==> src/verilog/pmp_pkg.sv <==
// shared constants, field layout and carrier types of the memory protection unit
// Overview of operation
// - Only the top_of_range_mode matching is offered, with at most sixteen regions.
// - The checking logic exists only for a region count above zero, which sets the region total.
// - A granularity parameter sets the smallest region, four bytes by default.
// - Region settings live in up to four configuration CSRs, indices zero to three, four regions each.
// - Each region has an address CSR, indices zero to fifteen, present only up to the region count.
// - Every fetch and data address is compared against all configured regions.
// - A matched store needs the write bit, a load the read bit and a fetch the execute bit.
// - A missing right raises the fetch, load or store access fault matching the access.
// - Checks apply by default only to user-mode accesses.
// - A locked region is also checked for machine-mode accesses.
// - Writes to a locked region's configuration and address CSRs are ignored until reset.
// - Regions are checked in parallel and the most restrictive rights of all matches apply.
// - Above the critical region count an extra register stage enters the memory interfaces.
// - With that stage every fetch and data access takes one more cycle.
package pmp_pkg;
    localparam int PMP_MAX_REGIONS = 16;
    localparam int PMP_CRIT_REGIONS = 8;
    localparam int PMP_GRAN_BYTES = 4;
    localparam int PMP_AW = 30;
    localparam int PMP_CFG_PER_CSR = 4;
    localparam int PMP_CFG_W = 8;
    localparam int PMP_CNT_W = 16;
    // apb byte addresses
    localparam logic [7:0] PMP_CFG_BASE = 8'h00;
    localparam logic [7:0] PMP_ADDR_BASE = 8'h10;
    localparam logic [7:0] PMP_STATUS_OFF = 8'h50;
    localparam int PMP_WORD_LSB = 2;
    // configuration byte layout
    localparam int PMP_BIT_R = 0;
    localparam int PMP_BIT_W = 1;
    localparam int PMP_BIT_X = 2;
    localparam int PMP_A_LSB = 3;
    localparam int PMP_A_MSB = 4;
    localparam int PMP_BIT_L = 7;
    localparam logic [1:0] PMP_A_OFF = 2'h0;
    localparam logic [1:0] PMP_A_TOR = 2'h1;
    localparam logic [7:0] PMP_CFG_RST = 8'h00;
    localparam logic [7:0] PMP_CFG_KEEP = 8'h9f;
    localparam logic [29:0] PMP_ADDR_RST = 30'h00000000;
    // status word layout
    localparam int PMP_ST_NUM_LSB = 16;
    localparam int PMP_ST_STAGE = 24;

    typedef struct packed {
        logic valid;
        logic user;
        logic [31:0] addr;
    } pmp_fetch_req_s;

    typedef struct packed {
        logic valid;
        logic user;
        logic write;
        logic [31:0] addr;
    } pmp_data_req_s;

    typedef struct packed {
        logic valid;
        logic fault;
    } pmp_fetch_rsp_s;

    typedef struct packed {
        logic valid;
        logic load_fault;
        logic store_fault;
    } pmp_data_rsp_s;
endpackage

==> src/verilog/pmp_check.sv <==
// parallel top-of-range comparison of one address against all regions
`timescale 1ns/1ps
module pmp_check
    import pmp_pkg::*;
#(
    parameter int NUM = PMP_MAX_REGIONS,
    parameter int GRAN = PMP_GRAN_BYTES
) (
    input wire logic [NUM*PMP_CFG_W-1:0] cfg_in,
    input wire logic [NUM*PMP_AW-1:0] top_in,
    input wire logic [PMP_AW-1:0] addr_in,
    input wire logic user_in,
    output logic r_ok_out,
    output logic w_ok_out,
    output logic x_ok_out
);
    localparam int GLSB = $clog2(GRAN) - PMP_WORD_LSB;
    localparam logic [PMP_AW-1:0] GMASK = ~((PMP_AW'(1) << GLSB) - PMP_AW'(1));

    generate
        if (NUM > 0) begin : g_on
            logic [NUM-1:0] deny_r;
            logic [NUM-1:0] deny_w;
            logic [NUM-1:0] deny_x;
            for (genvar i = 0; i < NUM; i++) begin : g_reg
                logic [PMP_CFG_W-1:0] c;
                logic [PMP_AW-1:0] hi;
                logic [PMP_AW-1:0] lo;
                logic hit;
                logic active;
                assign c = cfg_in[i*PMP_CFG_W +: PMP_CFG_W];
                assign hi = top_in[i*PMP_AW +: PMP_AW] & GMASK;
                if (i == 0) begin : g_lo0
                    assign lo = '0;
                end else begin : g_lon
                    assign lo = top_in[(i-1)*PMP_AW +: PMP_AW] & GMASK;
                end
                // only top_of_range_mode can ever match
                assign hit = (c[PMP_A_MSB:PMP_A_LSB] == PMP_A_TOR) &&
                    (addr_in >= lo) && (addr_in < hi);
                assign active = hit && (user_in || c[PMP_BIT_L]);
                assign deny_r[i] = active && !c[PMP_BIT_R];
                assign deny_w[i] = active && !c[PMP_BIT_W];
                assign deny_x[i] = active && !c[PMP_BIT_X];
            end
            // any denying match wins, no priority among regions
            assign r_ok_out = ~|deny_r;
            assign w_ok_out = ~|deny_w;
            assign x_ok_out = ~|deny_x;
        end else begin : g_off
            assign r_ok_out = 1'b1;
            assign w_ok_out = 1'b1;
            assign x_ok_out = 1'b1;
        end
    endgenerate
endmodule

==> src/verilog/pmp_pipe.sv <==
// response register with an optional second stage
`timescale 1ns/1ps
module pmp_pipe #(
    parameter int W = 5,
    parameter bit EXTRA = 1'b0
) (
    input wire logic clk_in,
    input wire logic rst_n_in,
    input wire logic [W-1:0] d_in,
    output logic [W-1:0] q_out
);
    logic [W-1:0] s1;

    always_ff @(posedge clk_in or negedge rst_n_in) begin
        if (!rst_n_in) begin
            s1 <= '0;
        end else begin
            s1 <= d_in;
        end
    end

    generate
        if (EXTRA) begin : g_extra
            logic [W-1:0] s2;
            // second stage registers s1 again, adding one cycle of latency
            always_ff @(posedge clk_in or negedge rst_n_in) begin
                if (!rst_n_in) begin
                    s2 <= '0;
                end else begin
                    s2 <= s1;
                end
            end
            assign q_out = s2;
        end else begin : g_single
            assign q_out = s1;
        end
    endgenerate
endmodule

==> src/verilog/pmp_top.sv <==
// memory protection unit top: csr file over apb, checks and response stage
`timescale 1ns/1ps
module pmp_top
    import pmp_pkg::*;
#(
    parameter int NUM_REGIONS = PMP_MAX_REGIONS,
    parameter int GRANULARITY = PMP_GRAN_BYTES
) (
    input wire logic mclk_in,
    input wire logic arst_n_in,
    input wire logic psel_in,
    input wire logic penable_in,
    input wire logic pwrite_in,
    input wire logic [7:0] paddr_in,
    input wire logic [31:0] pwdata_in,
    input wire logic [3:0] pstrb_in,
    output logic [31:0] prdata_out,
    output logic pready_out,
    output logic pslverr_out,
    input wire pmp_fetch_req_s if_req_in,
    input wire pmp_data_req_s d_req_in,
    output pmp_fetch_rsp_s if_rsp_out,
    output pmp_data_rsp_s d_rsp_out
);
    localparam int NUM = (NUM_REGIONS > PMP_MAX_REGIONS) ?
        PMP_MAX_REGIONS : NUM_REGIONS;
    localparam int NREG = (NUM > 0) ? NUM : 1;
    localparam int NCFG = (NUM + PMP_CFG_PER_CSR - 1) / PMP_CFG_PER_CSR;
    localparam bit EXTRA = (NUM > PMP_CRIT_REGIONS);
    localparam int RSP_LAT = EXTRA ? 2 : 1;
    localparam int RSP_W = $bits(pmp_fetch_rsp_s) + $bits(pmp_data_rsp_s);

    logic rst_s1;
    logic rst_n;
    logic pready;
    logic [31:0] prdata;
    logic pslverr;
    logic [PMP_CFG_W-1:0] cfg_q [NREG];
    logic [PMP_AW-1:0] addr_q [NREG];
    logic [NREG*PMP_CFG_W-1:0] cfg_flat;
    logic [NREG*PMP_AW-1:0] addr_flat;
    logic [PMP_CNT_W-1:0] fault_cnt;
    logic setup;
    logic apb_wr;
    logic sel_cfg;
    logic sel_addr;
    logic sel_stat;
    logic [4:0] idx;
    logic [31:0] rd_val;
    logic if_r;
    logic if_w;
    logic if_x;
    logic d_r;
    logic d_w;
    logic d_x;
    pmp_fetch_rsp_s next_if_rsp;
    pmp_data_rsp_s next_d_rsp;
    logic [RSP_W-1:0] rsp_q;
    logic [NREG-1:0] locks;

    // reset is released through two flops
    always_ff @(posedge mclk_in or negedge arst_n_in) begin
        if (!arst_n_in) begin
            rst_s1 <= 1'b0;
            rst_n <= 1'b0;
        end else begin
            rst_s1 <= 1'b1;
            rst_n <= rst_s1;
        end
    end

    // illegal matching modes fall back to off, reserved bits read zero
    function automatic logic [PMP_CFG_W-1:0] legal_cfg(
        input logic [PMP_CFG_W-1:0] v);
        logic [PMP_CFG_W-1:0] r;
        r = v & PMP_CFG_KEEP;
        if (v[PMP_A_MSB:PMP_A_LSB] != PMP_A_TOR) begin
            r[PMP_A_MSB:PMP_A_LSB] = PMP_A_OFF;
        end
        return r;
    endfunction

    assign setup = psel_in && !penable_in;
    assign apb_wr = psel_in && penable_in && pready && pwrite_in;

    // decode: cfg words, then address words, then status
    always_comb begin
        sel_cfg = 1'b0;
        sel_addr = 1'b0;
        sel_stat = 1'b0;
        idx = paddr_in[6:2];
        if (paddr_in[1:0] != 2'h0) begin
            sel_cfg = 1'b0;
        end else if (paddr_in < PMP_ADDR_BASE) begin
            sel_cfg = (int'(paddr_in[3:2]) < NCFG);
            idx = {3'h0, paddr_in[3:2]};
        end else if (paddr_in < PMP_STATUS_OFF) begin
            idx = 5'((paddr_in - PMP_ADDR_BASE) >> PMP_WORD_LSB);
            sel_addr = (int'(idx) < NUM);
        end else if (paddr_in == PMP_STATUS_OFF) begin
            sel_stat = 1'b1;
        end
    end

    always_comb begin
        rd_val = 32'h00000000;
        for (int i = 0; i < NUM; i++) begin
            if (sel_cfg && (i / PMP_CFG_PER_CSR) == int'(idx)) begin
                rd_val[(i % PMP_CFG_PER_CSR)*PMP_CFG_W +: PMP_CFG_W] =
                    cfg_q[i];
            end
            if (sel_addr && i == int'(idx)) begin
                rd_val[PMP_AW-1:0] = addr_q[i];
            end
        end
        if (sel_stat) begin
            rd_val[PMP_CNT_W-1:0] = fault_cnt;
            rd_val[PMP_ST_NUM_LSB +: 5] = 5'(NUM);
            rd_val[PMP_ST_STAGE] = EXTRA;
        end
    end

    // one wait-free access phase: pready rises the edge after setup
    always_ff @(posedge mclk_in or negedge rst_n) begin
        if (!rst_n) begin
            pready <= 1'b0;
            prdata <= 32'h00000000;
            pslverr <= 1'b0;
        end else if (setup) begin
            pready <= 1'b1;
            prdata <= pwrite_in ? 32'h00000000 : rd_val;
            pslverr <= !(sel_cfg || sel_addr || sel_stat);
        end else begin
            pready <= 1'b0;
            pslverr <= 1'b0;
        end
    end

    assign prdata_out = prdata;
    assign pready_out = pready;
    assign pslverr_out = pslverr;

    generate
        for (genvar i = 0; i < NREG; i++) begin : g_csr
            localparam int CI = i / PMP_CFG_PER_CSR;
            localparam int LN = i % PMP_CFG_PER_CSR;
            logic addr_lock;
            if (i + 1 < NUM) begin : g_nl
                // a locked tor region above also freezes this bound
                assign addr_lock = cfg_q[i][PMP_BIT_L] ||
                    (cfg_q[i+1][PMP_BIT_L] &&
                    cfg_q[i+1][PMP_A_MSB:PMP_A_LSB] == PMP_A_TOR);
            end else begin : g_last
                assign addr_lock = cfg_q[i][PMP_BIT_L];
            end
            assign locks[i] = cfg_q[i][PMP_BIT_L] && (NUM > 0);
            always_ff @(posedge mclk_in or negedge rst_n) begin
                if (!rst_n) begin
                    cfg_q[i] <= PMP_CFG_RST;
                end else if (apb_wr && sel_cfg && int'(idx) == CI &&
                    pstrb_in[LN] && !cfg_q[i][PMP_BIT_L]) begin
                    cfg_q[i] <= legal_cfg(pwdata_in[LN*PMP_CFG_W +:
                        PMP_CFG_W]);
                end
            end
            always_ff @(posedge mclk_in or negedge rst_n) begin
                if (!rst_n) begin
                    addr_q[i] <= PMP_ADDR_RST;
                end else if (apb_wr && sel_addr && int'(idx) == i &&
                    (&pstrb_in) && !addr_lock) begin
                    addr_q[i] <= pwdata_in[PMP_AW-1:0];
                end
            end
            assign cfg_flat[i*PMP_CFG_W +: PMP_CFG_W] = cfg_q[i];
            assign addr_flat[i*PMP_AW +: PMP_AW] = addr_q[i];

        end
    endgenerate

    pmp_check #(
        .NUM(NUM),
        .GRAN(GRANULARITY)
    ) u_fetch_chk (
        .cfg_in(cfg_flat[NREG*PMP_CFG_W-1:0]),
        .top_in(addr_flat[NREG*PMP_AW-1:0]),
        .addr_in(if_req_in.addr[31:PMP_WORD_LSB]),
        .user_in(if_req_in.user),
        .r_ok_out(if_r),
        .w_ok_out(if_w),
        .x_ok_out(if_x)
    );

    pmp_check #(
        .NUM(NUM),
        .GRAN(GRANULARITY)
    ) u_data_chk (
        .cfg_in(cfg_flat[NREG*PMP_CFG_W-1:0]),
        .top_in(addr_flat[NREG*PMP_AW-1:0]),
        .addr_in(d_req_in.addr[31:PMP_WORD_LSB]),
        .user_in(d_req_in.user),
        .r_ok_out(d_r),
        .w_ok_out(d_w),
        .x_ok_out(d_x)
    );

    always_comb begin
        next_if_rsp.valid = if_req_in.valid;
        next_if_rsp.fault = if_req_in.valid && !if_x;
        next_d_rsp.valid = d_req_in.valid;
        next_d_rsp.load_fault = d_req_in.valid && !d_req_in.write &&
            !d_r;
        next_d_rsp.store_fault = d_req_in.valid && d_req_in.write &&
            !d_w;
    end

    pmp_pipe #(
        .W(RSP_W),
        .EXTRA(EXTRA)
    ) u_pipe (
        .clk_in(mclk_in),
        .rst_n_in(rst_n),
        .d_in({next_if_rsp, next_d_rsp}),
        .q_out(rsp_q)
    );

    assign {if_rsp_out, d_rsp_out} = rsp_q;

    // counts delivered faults; wraps silently
    always_ff @(posedge mclk_in or negedge rst_n) begin
        if (!rst_n) begin
            fault_cnt <= '0;
        end else begin
            fault_cnt <= fault_cnt + PMP_CNT_W'(if_rsp_out.fault) +
                PMP_CNT_W'(d_rsp_out.load_fault | d_rsp_out.store_fault);
        end
    end
endmodule

==> config.mk <==
export PLATFORM = sky130hd
export DESIGN_NAME = pmp_top
export DESIGN_NICKNAME = d
export VERILOG_FILES = /design/src/verilog/pmp_pkg.sv /design/src/verilog/pmp_check.sv /design/src/verilog/pmp_pipe.sv /design/src/verilog/pmp_top.sv
export SDC_FILE = /design/constraint.sdc
export NUM_CORES = 2
export LEC_CHECK = 0
export BUFFER_PORTS_ARGS = -buffer_cell sky130_fd_sc_hd__buf_2
export CAP_MARGIN = 20
export CORE_MARGIN = 10
export CORE_UTILIZATION = 40
export CTS_BUF_LIST = sky130_fd_sc_hd__clkbuf_8
export CTS_CLUSTER_SIZE = 30
export DETAILED_ROUTE_END_ITERATION = 8
export HOLD_SLACK_MARGIN = 0.15
export SKIP_LAST_GASP = 1
export SYNTH_ARGS = -nofsm -noshare
export SYNTH_HDL_FRONTEND = slang
export SYNTH_SLANG_ARGS = --single-unit
==> constraint.sdc <==
create_clock -name mclk_in -period 39.7 [get_ports mclk_in]
set_input_delay 1.985 -clock mclk_in [delete_from_list [all_inputs] [get_ports mclk_in]]
set_output_delay 1.985 -clock mclk_in [all_outputs]
set_load 0.02 [all_outputs]
==> results.py <==
metrics = {
    "status": {
        "outcome": "finished, final reports clean",
    },
    "sta": {
        "max-slew-margin-rel_pct": 14.07,
        "timing_max_transition_violations_final": 0,
        "fin_skew_ns": 0.05712,
        "setup_viol": 0,
        "hold_slack_ns": 0.3453,
        "maximum_clock_frequency_ghz": 0.1637,
        "timing_worst_slew_pin_value_ns": 1.277,
        "fin_crit_sh_pct": 15.39,
        "tns_ns": 0,
        "finalHoldViolations": 0,
        "timing.final.crit_period_ns": 6.110,
        "rsz_0062_raised_after_global_routing": "false",
    },
    "placed_design": {
        "port-buffer-count": 150,
        "dp.final_hpwl_um": 175500,
        "gp_congestion": 1.044,
    },
    "critical_path": {
        "critPathCaptureType": "register",
        "timing.critical_path.arrival_ns": 6.82,
        "reg2reg_to": "u_pipe.s1[0]",
        "r2r_cell_count": 11,
        "critical_path.max_fanout": 15,
        "crit_required_ns": 40.41,
        "timing.reg2reg.setup_slack_ns": 34.80,
        "critical_path.reg2reg.startpoint": "addr_flat[55]",
        "start_kind": "input port",
        "crit_type": "input port to register",
    },
    "clocking": {
        "clockBufferDepth": 3,
        "cts.sinks": 637,
        "clock-root-buffer": "clkbuf_8",
        "clock_buffer_count_from_cts": 121,
        "h-tree-depth": 3,
        "clock_insertion_delay_worst_skew_ns": 0.89,
        "cts.reportedPaths.clkPinSlew_ns": 0.07,
        "cts_tree": "done",
        "postCtsResizedCells": 0,
        "post_cts.repair.setup_buffers": 0,
        "cts.hold.buffers_added": 0,
    },
    "routing": {
        "post_drt_wl_per_cell_um": 31.10,
        "drt_iter0_markers": 5673,
        "drc": 0,
        "detail_route.wirelength_um": 235600,
        "dr_total_vias": 49000,
        "first_pass_iters": 8,
        "postRouteAntennaNets": 0,
        "vias_per_cell": 6.470,
    },
    "global_routing": {
        "met1_usage_pct": 42.26,
        "grt_start_max_net_pins": 72,
        "grt_antenna_before_repair": 7,
        "grt.met3_usage_pct": 8.301,
        "first_global_vias": 47790,
        "grt_util_all_layers_pct": 32.05,
        "globalRouteOverflowTotal": 0,
        "most_crowded_layer_gr": "met2",
        "grt_first_pass_wirelength_um": 334600,
        "met2_usage_pct": 47.47,
    },
    "logic_synthesis": {
        "async_reset_ff_share_pct": 100.0,
        "synth.yosys.warnings": 0,
        "synth_cell_type_count": 86,
        "postSynth.topFlopCell": "dfrtp_1",
        "cell_count_after_synthesis": 5630,
        "synth_seq_cells": 637,
        "synthesis.area_per_instance_sq_um": 9.111,
        "synth_fp_nets": 6710,
        "edff_count_synth": 0,
        "netlist_area_sq_um": 51300,
        "ys_seq_area_share_pct": 31.07,
    },
    "floorplan": {
        "placeableCoreArea_sq_um": 127500,
        "overall_die_area_sq_um": 143000,
        "floorplan.initialDensity_pct": 40.23,
        "die_w_um": 378.1,
        "fp.dieH_um": 378.1,
        "floorplan.rows": 131,
        "top_level_ports": 157,
    },
    "layout": {
        "multi_input_comb_area_sq_um": 32700,
        "design.final.nets": 6887,
        "fill_cells": 12530,
        "areaGrowthSynthToFinish_pct": 10.94,
        "layout-drive-gt1-share_pct": 13.24,
        "seqCellArea_sq_um": 15940,
        "layout.core_utilization_pct": 44.63,
    },
    "power": {
        "netSwitchingPower_w": 0.0004850,
        "clock_power_share_pct": 44.9,
        "power.internal_w": 0.001084,
        "p_seq_share_pct": 42.0,
        "leakage_nw": 27.11,
        "cellPowerDensity_nw_per_um2": 27.58,
        "power.share.switching_pct": 30.90,
        "vdd_drop_max_v": 0.00002480,
        "power_frac_comb_pct": 13.1,
    },
    "worst_hold_path": {
        "holdPathEnd": "rst_n",
        "worst_hold_path.num_cells": 0,
        "hp-class": "register to register",
        "holdCritStartpoint": "rst_s1",
    },
    "flow_run": {
        "timing.max_cap.violations": 0,
    },
}
[state kept, by name, summed over array words and instances, names as in the netlist]
signal / cells
cfg_flat: 96
pready_out: 1
rst_s1: 1
u_pipe.q_out: 5
pslverr_out: 1
addr_flat: 480
rst_n: 1
u_pipe.s1: 5
fault_cnt: 16
prdata_out: 31
[power groups by stage]
stage,clock [W],combinational (W),sequential [W]
5_1_grt,0.000739,0.000220,0.000659
3_3_place_gp,0,0.000194,0.000671
2_1_floorplan,0,0.0000893,0.000679
4_1_cts,0.000709,0.000198,0.000659
6_report,0.000705,0.000206,0.000659
3_5_place_dp,0,0.000197,0.000671
[through the flow]
stage	worst slack [ns]	instances	area [sq um]	power [W]
5_1_grt	33.59	7569	56900	0.001619
3_5_place_dp	33.18	7343	54310	0.0008682
4_1_cts	34.08	7565	56850	0.001567
2_1_floorplan	20.63	5630	51300	0.0007683
3_3_place_gp	33.15	7343	54310	0.0008641
6_report	33.59	7573	56910	0.001570
[metal layers]
layer / wire [um] / part of all wire (%) / vias to the layer above
met5: 59 / 0.025 / -
met4: 15440 / 6.6 / 6
met3: 24820 / 11 / 684
met2: 98210 / 42 / 2860
met1: 97030 / 41 / 24030
li1: - / - / 21420
[synth_stat cells (39+ instances only)]
library cell    n  share of area (%)
ha_1          961                 23
dfrtp_1       637                 31
o21ai_0       547                5.3
inv_1         523                3.8
nand2_1       499                3.7
a21oi_1       300                2.9
mux2_2        268                5.9
nor2_1        219                1.6
clkbuf_1      169                1.2
nand4_1       161                2.0
nand3_1       135                1.3
a211oi_1      119                1.7
nor3_1         95               0.93
a21o_1         73                1.1
a221oi_1       62                1.1
o211ai_1       61               0.89
o221ai_1       54               0.92
o21a_1         45               0.66
a22oi_1        42               0.61
o22ai_1        42               0.51
nor4_1         40               0.49
buf_2          39               0.38
nor2b_1        39               0.48
[worst max-delay path by stage]
stage	from	to	depth (start not counted)
2_1_floorplan	rst_n	addr_flat[0]	0
3_3_place_gp	d_req_in[27]	u_pipe.s1[1]	11
3_5_place_dp	paddr_in[4]	prdata_out[19]	13
4_1_cts	paddr_in[4]	prdata_out[19]	13
5_1_grt	paddr_in[4]	prdata_out[19]	13
6_report	paddr_in[4]	prdata_out[19]	13
[logic make-up (layout without fill, tap and decap cells)]
group,Yosys count,count (layout),share of synthesized area [%]
AOI/OAI and AO/OA,1630,1630,20.57
xor gates and xnor gates,15,15,0.2561
adders and majority gates,962,962,23.48
buffers and inverters,739,1015,5.525
DFF,637,637,31.07
muxes,279,279,6.171
other,2,7,0.01464
and+or+nand+nor,1366,1366,12.91
[layout by cell type (no fill, tap or decap), drive strengths merged, types with 73 or more instances in the layout]
| master | instances |
|---|---|
| ha | 961 |
| dfrtp | 637 |
| inv | 565 |
| o21ai | 563 |
| nand2 | 500 |
| a21oi | 300 |
| buf | 269 |
| mux2 | 268 |
| nor2 | 223 |
| nand4 | 161 |
| clkbuf | 158 |
| nand3 | 135 |
| a211oi | 119 |
| nor3 | 103 |
| a21o | 73 |
[area by class of cell]
| class | count | share of cell area (%) |
|---|---|---|
| tap | 1662 | 3.654 |
| clock buffer | 158 | 3.821 |
| timing repair buffer | 270 | 2.942 |
| sequential | 637 | 28.02 |
| clock inverter | 64 | 0.6464 |
| inverter | 523 | 3.449 |
| multi-input combinational | 4254 | 57.45 |
| antenna | 5 | 0.02199 |
[critical path, stage by stage]
cell	delay [ns]
buf_2	0.22
inv_1	0.09
ha_1	0.28
xor2_1	0.74
or3_1	0.65
nor2_1	0.08
buf_4	0.26
a222oi_1	0.39
nand2_1	0.14
o21ai_0	0.60
a21oi_1	0.28
a2111oi_0	0.95
o21ai_1	0.12
Power figures use the tool's default switching activity.
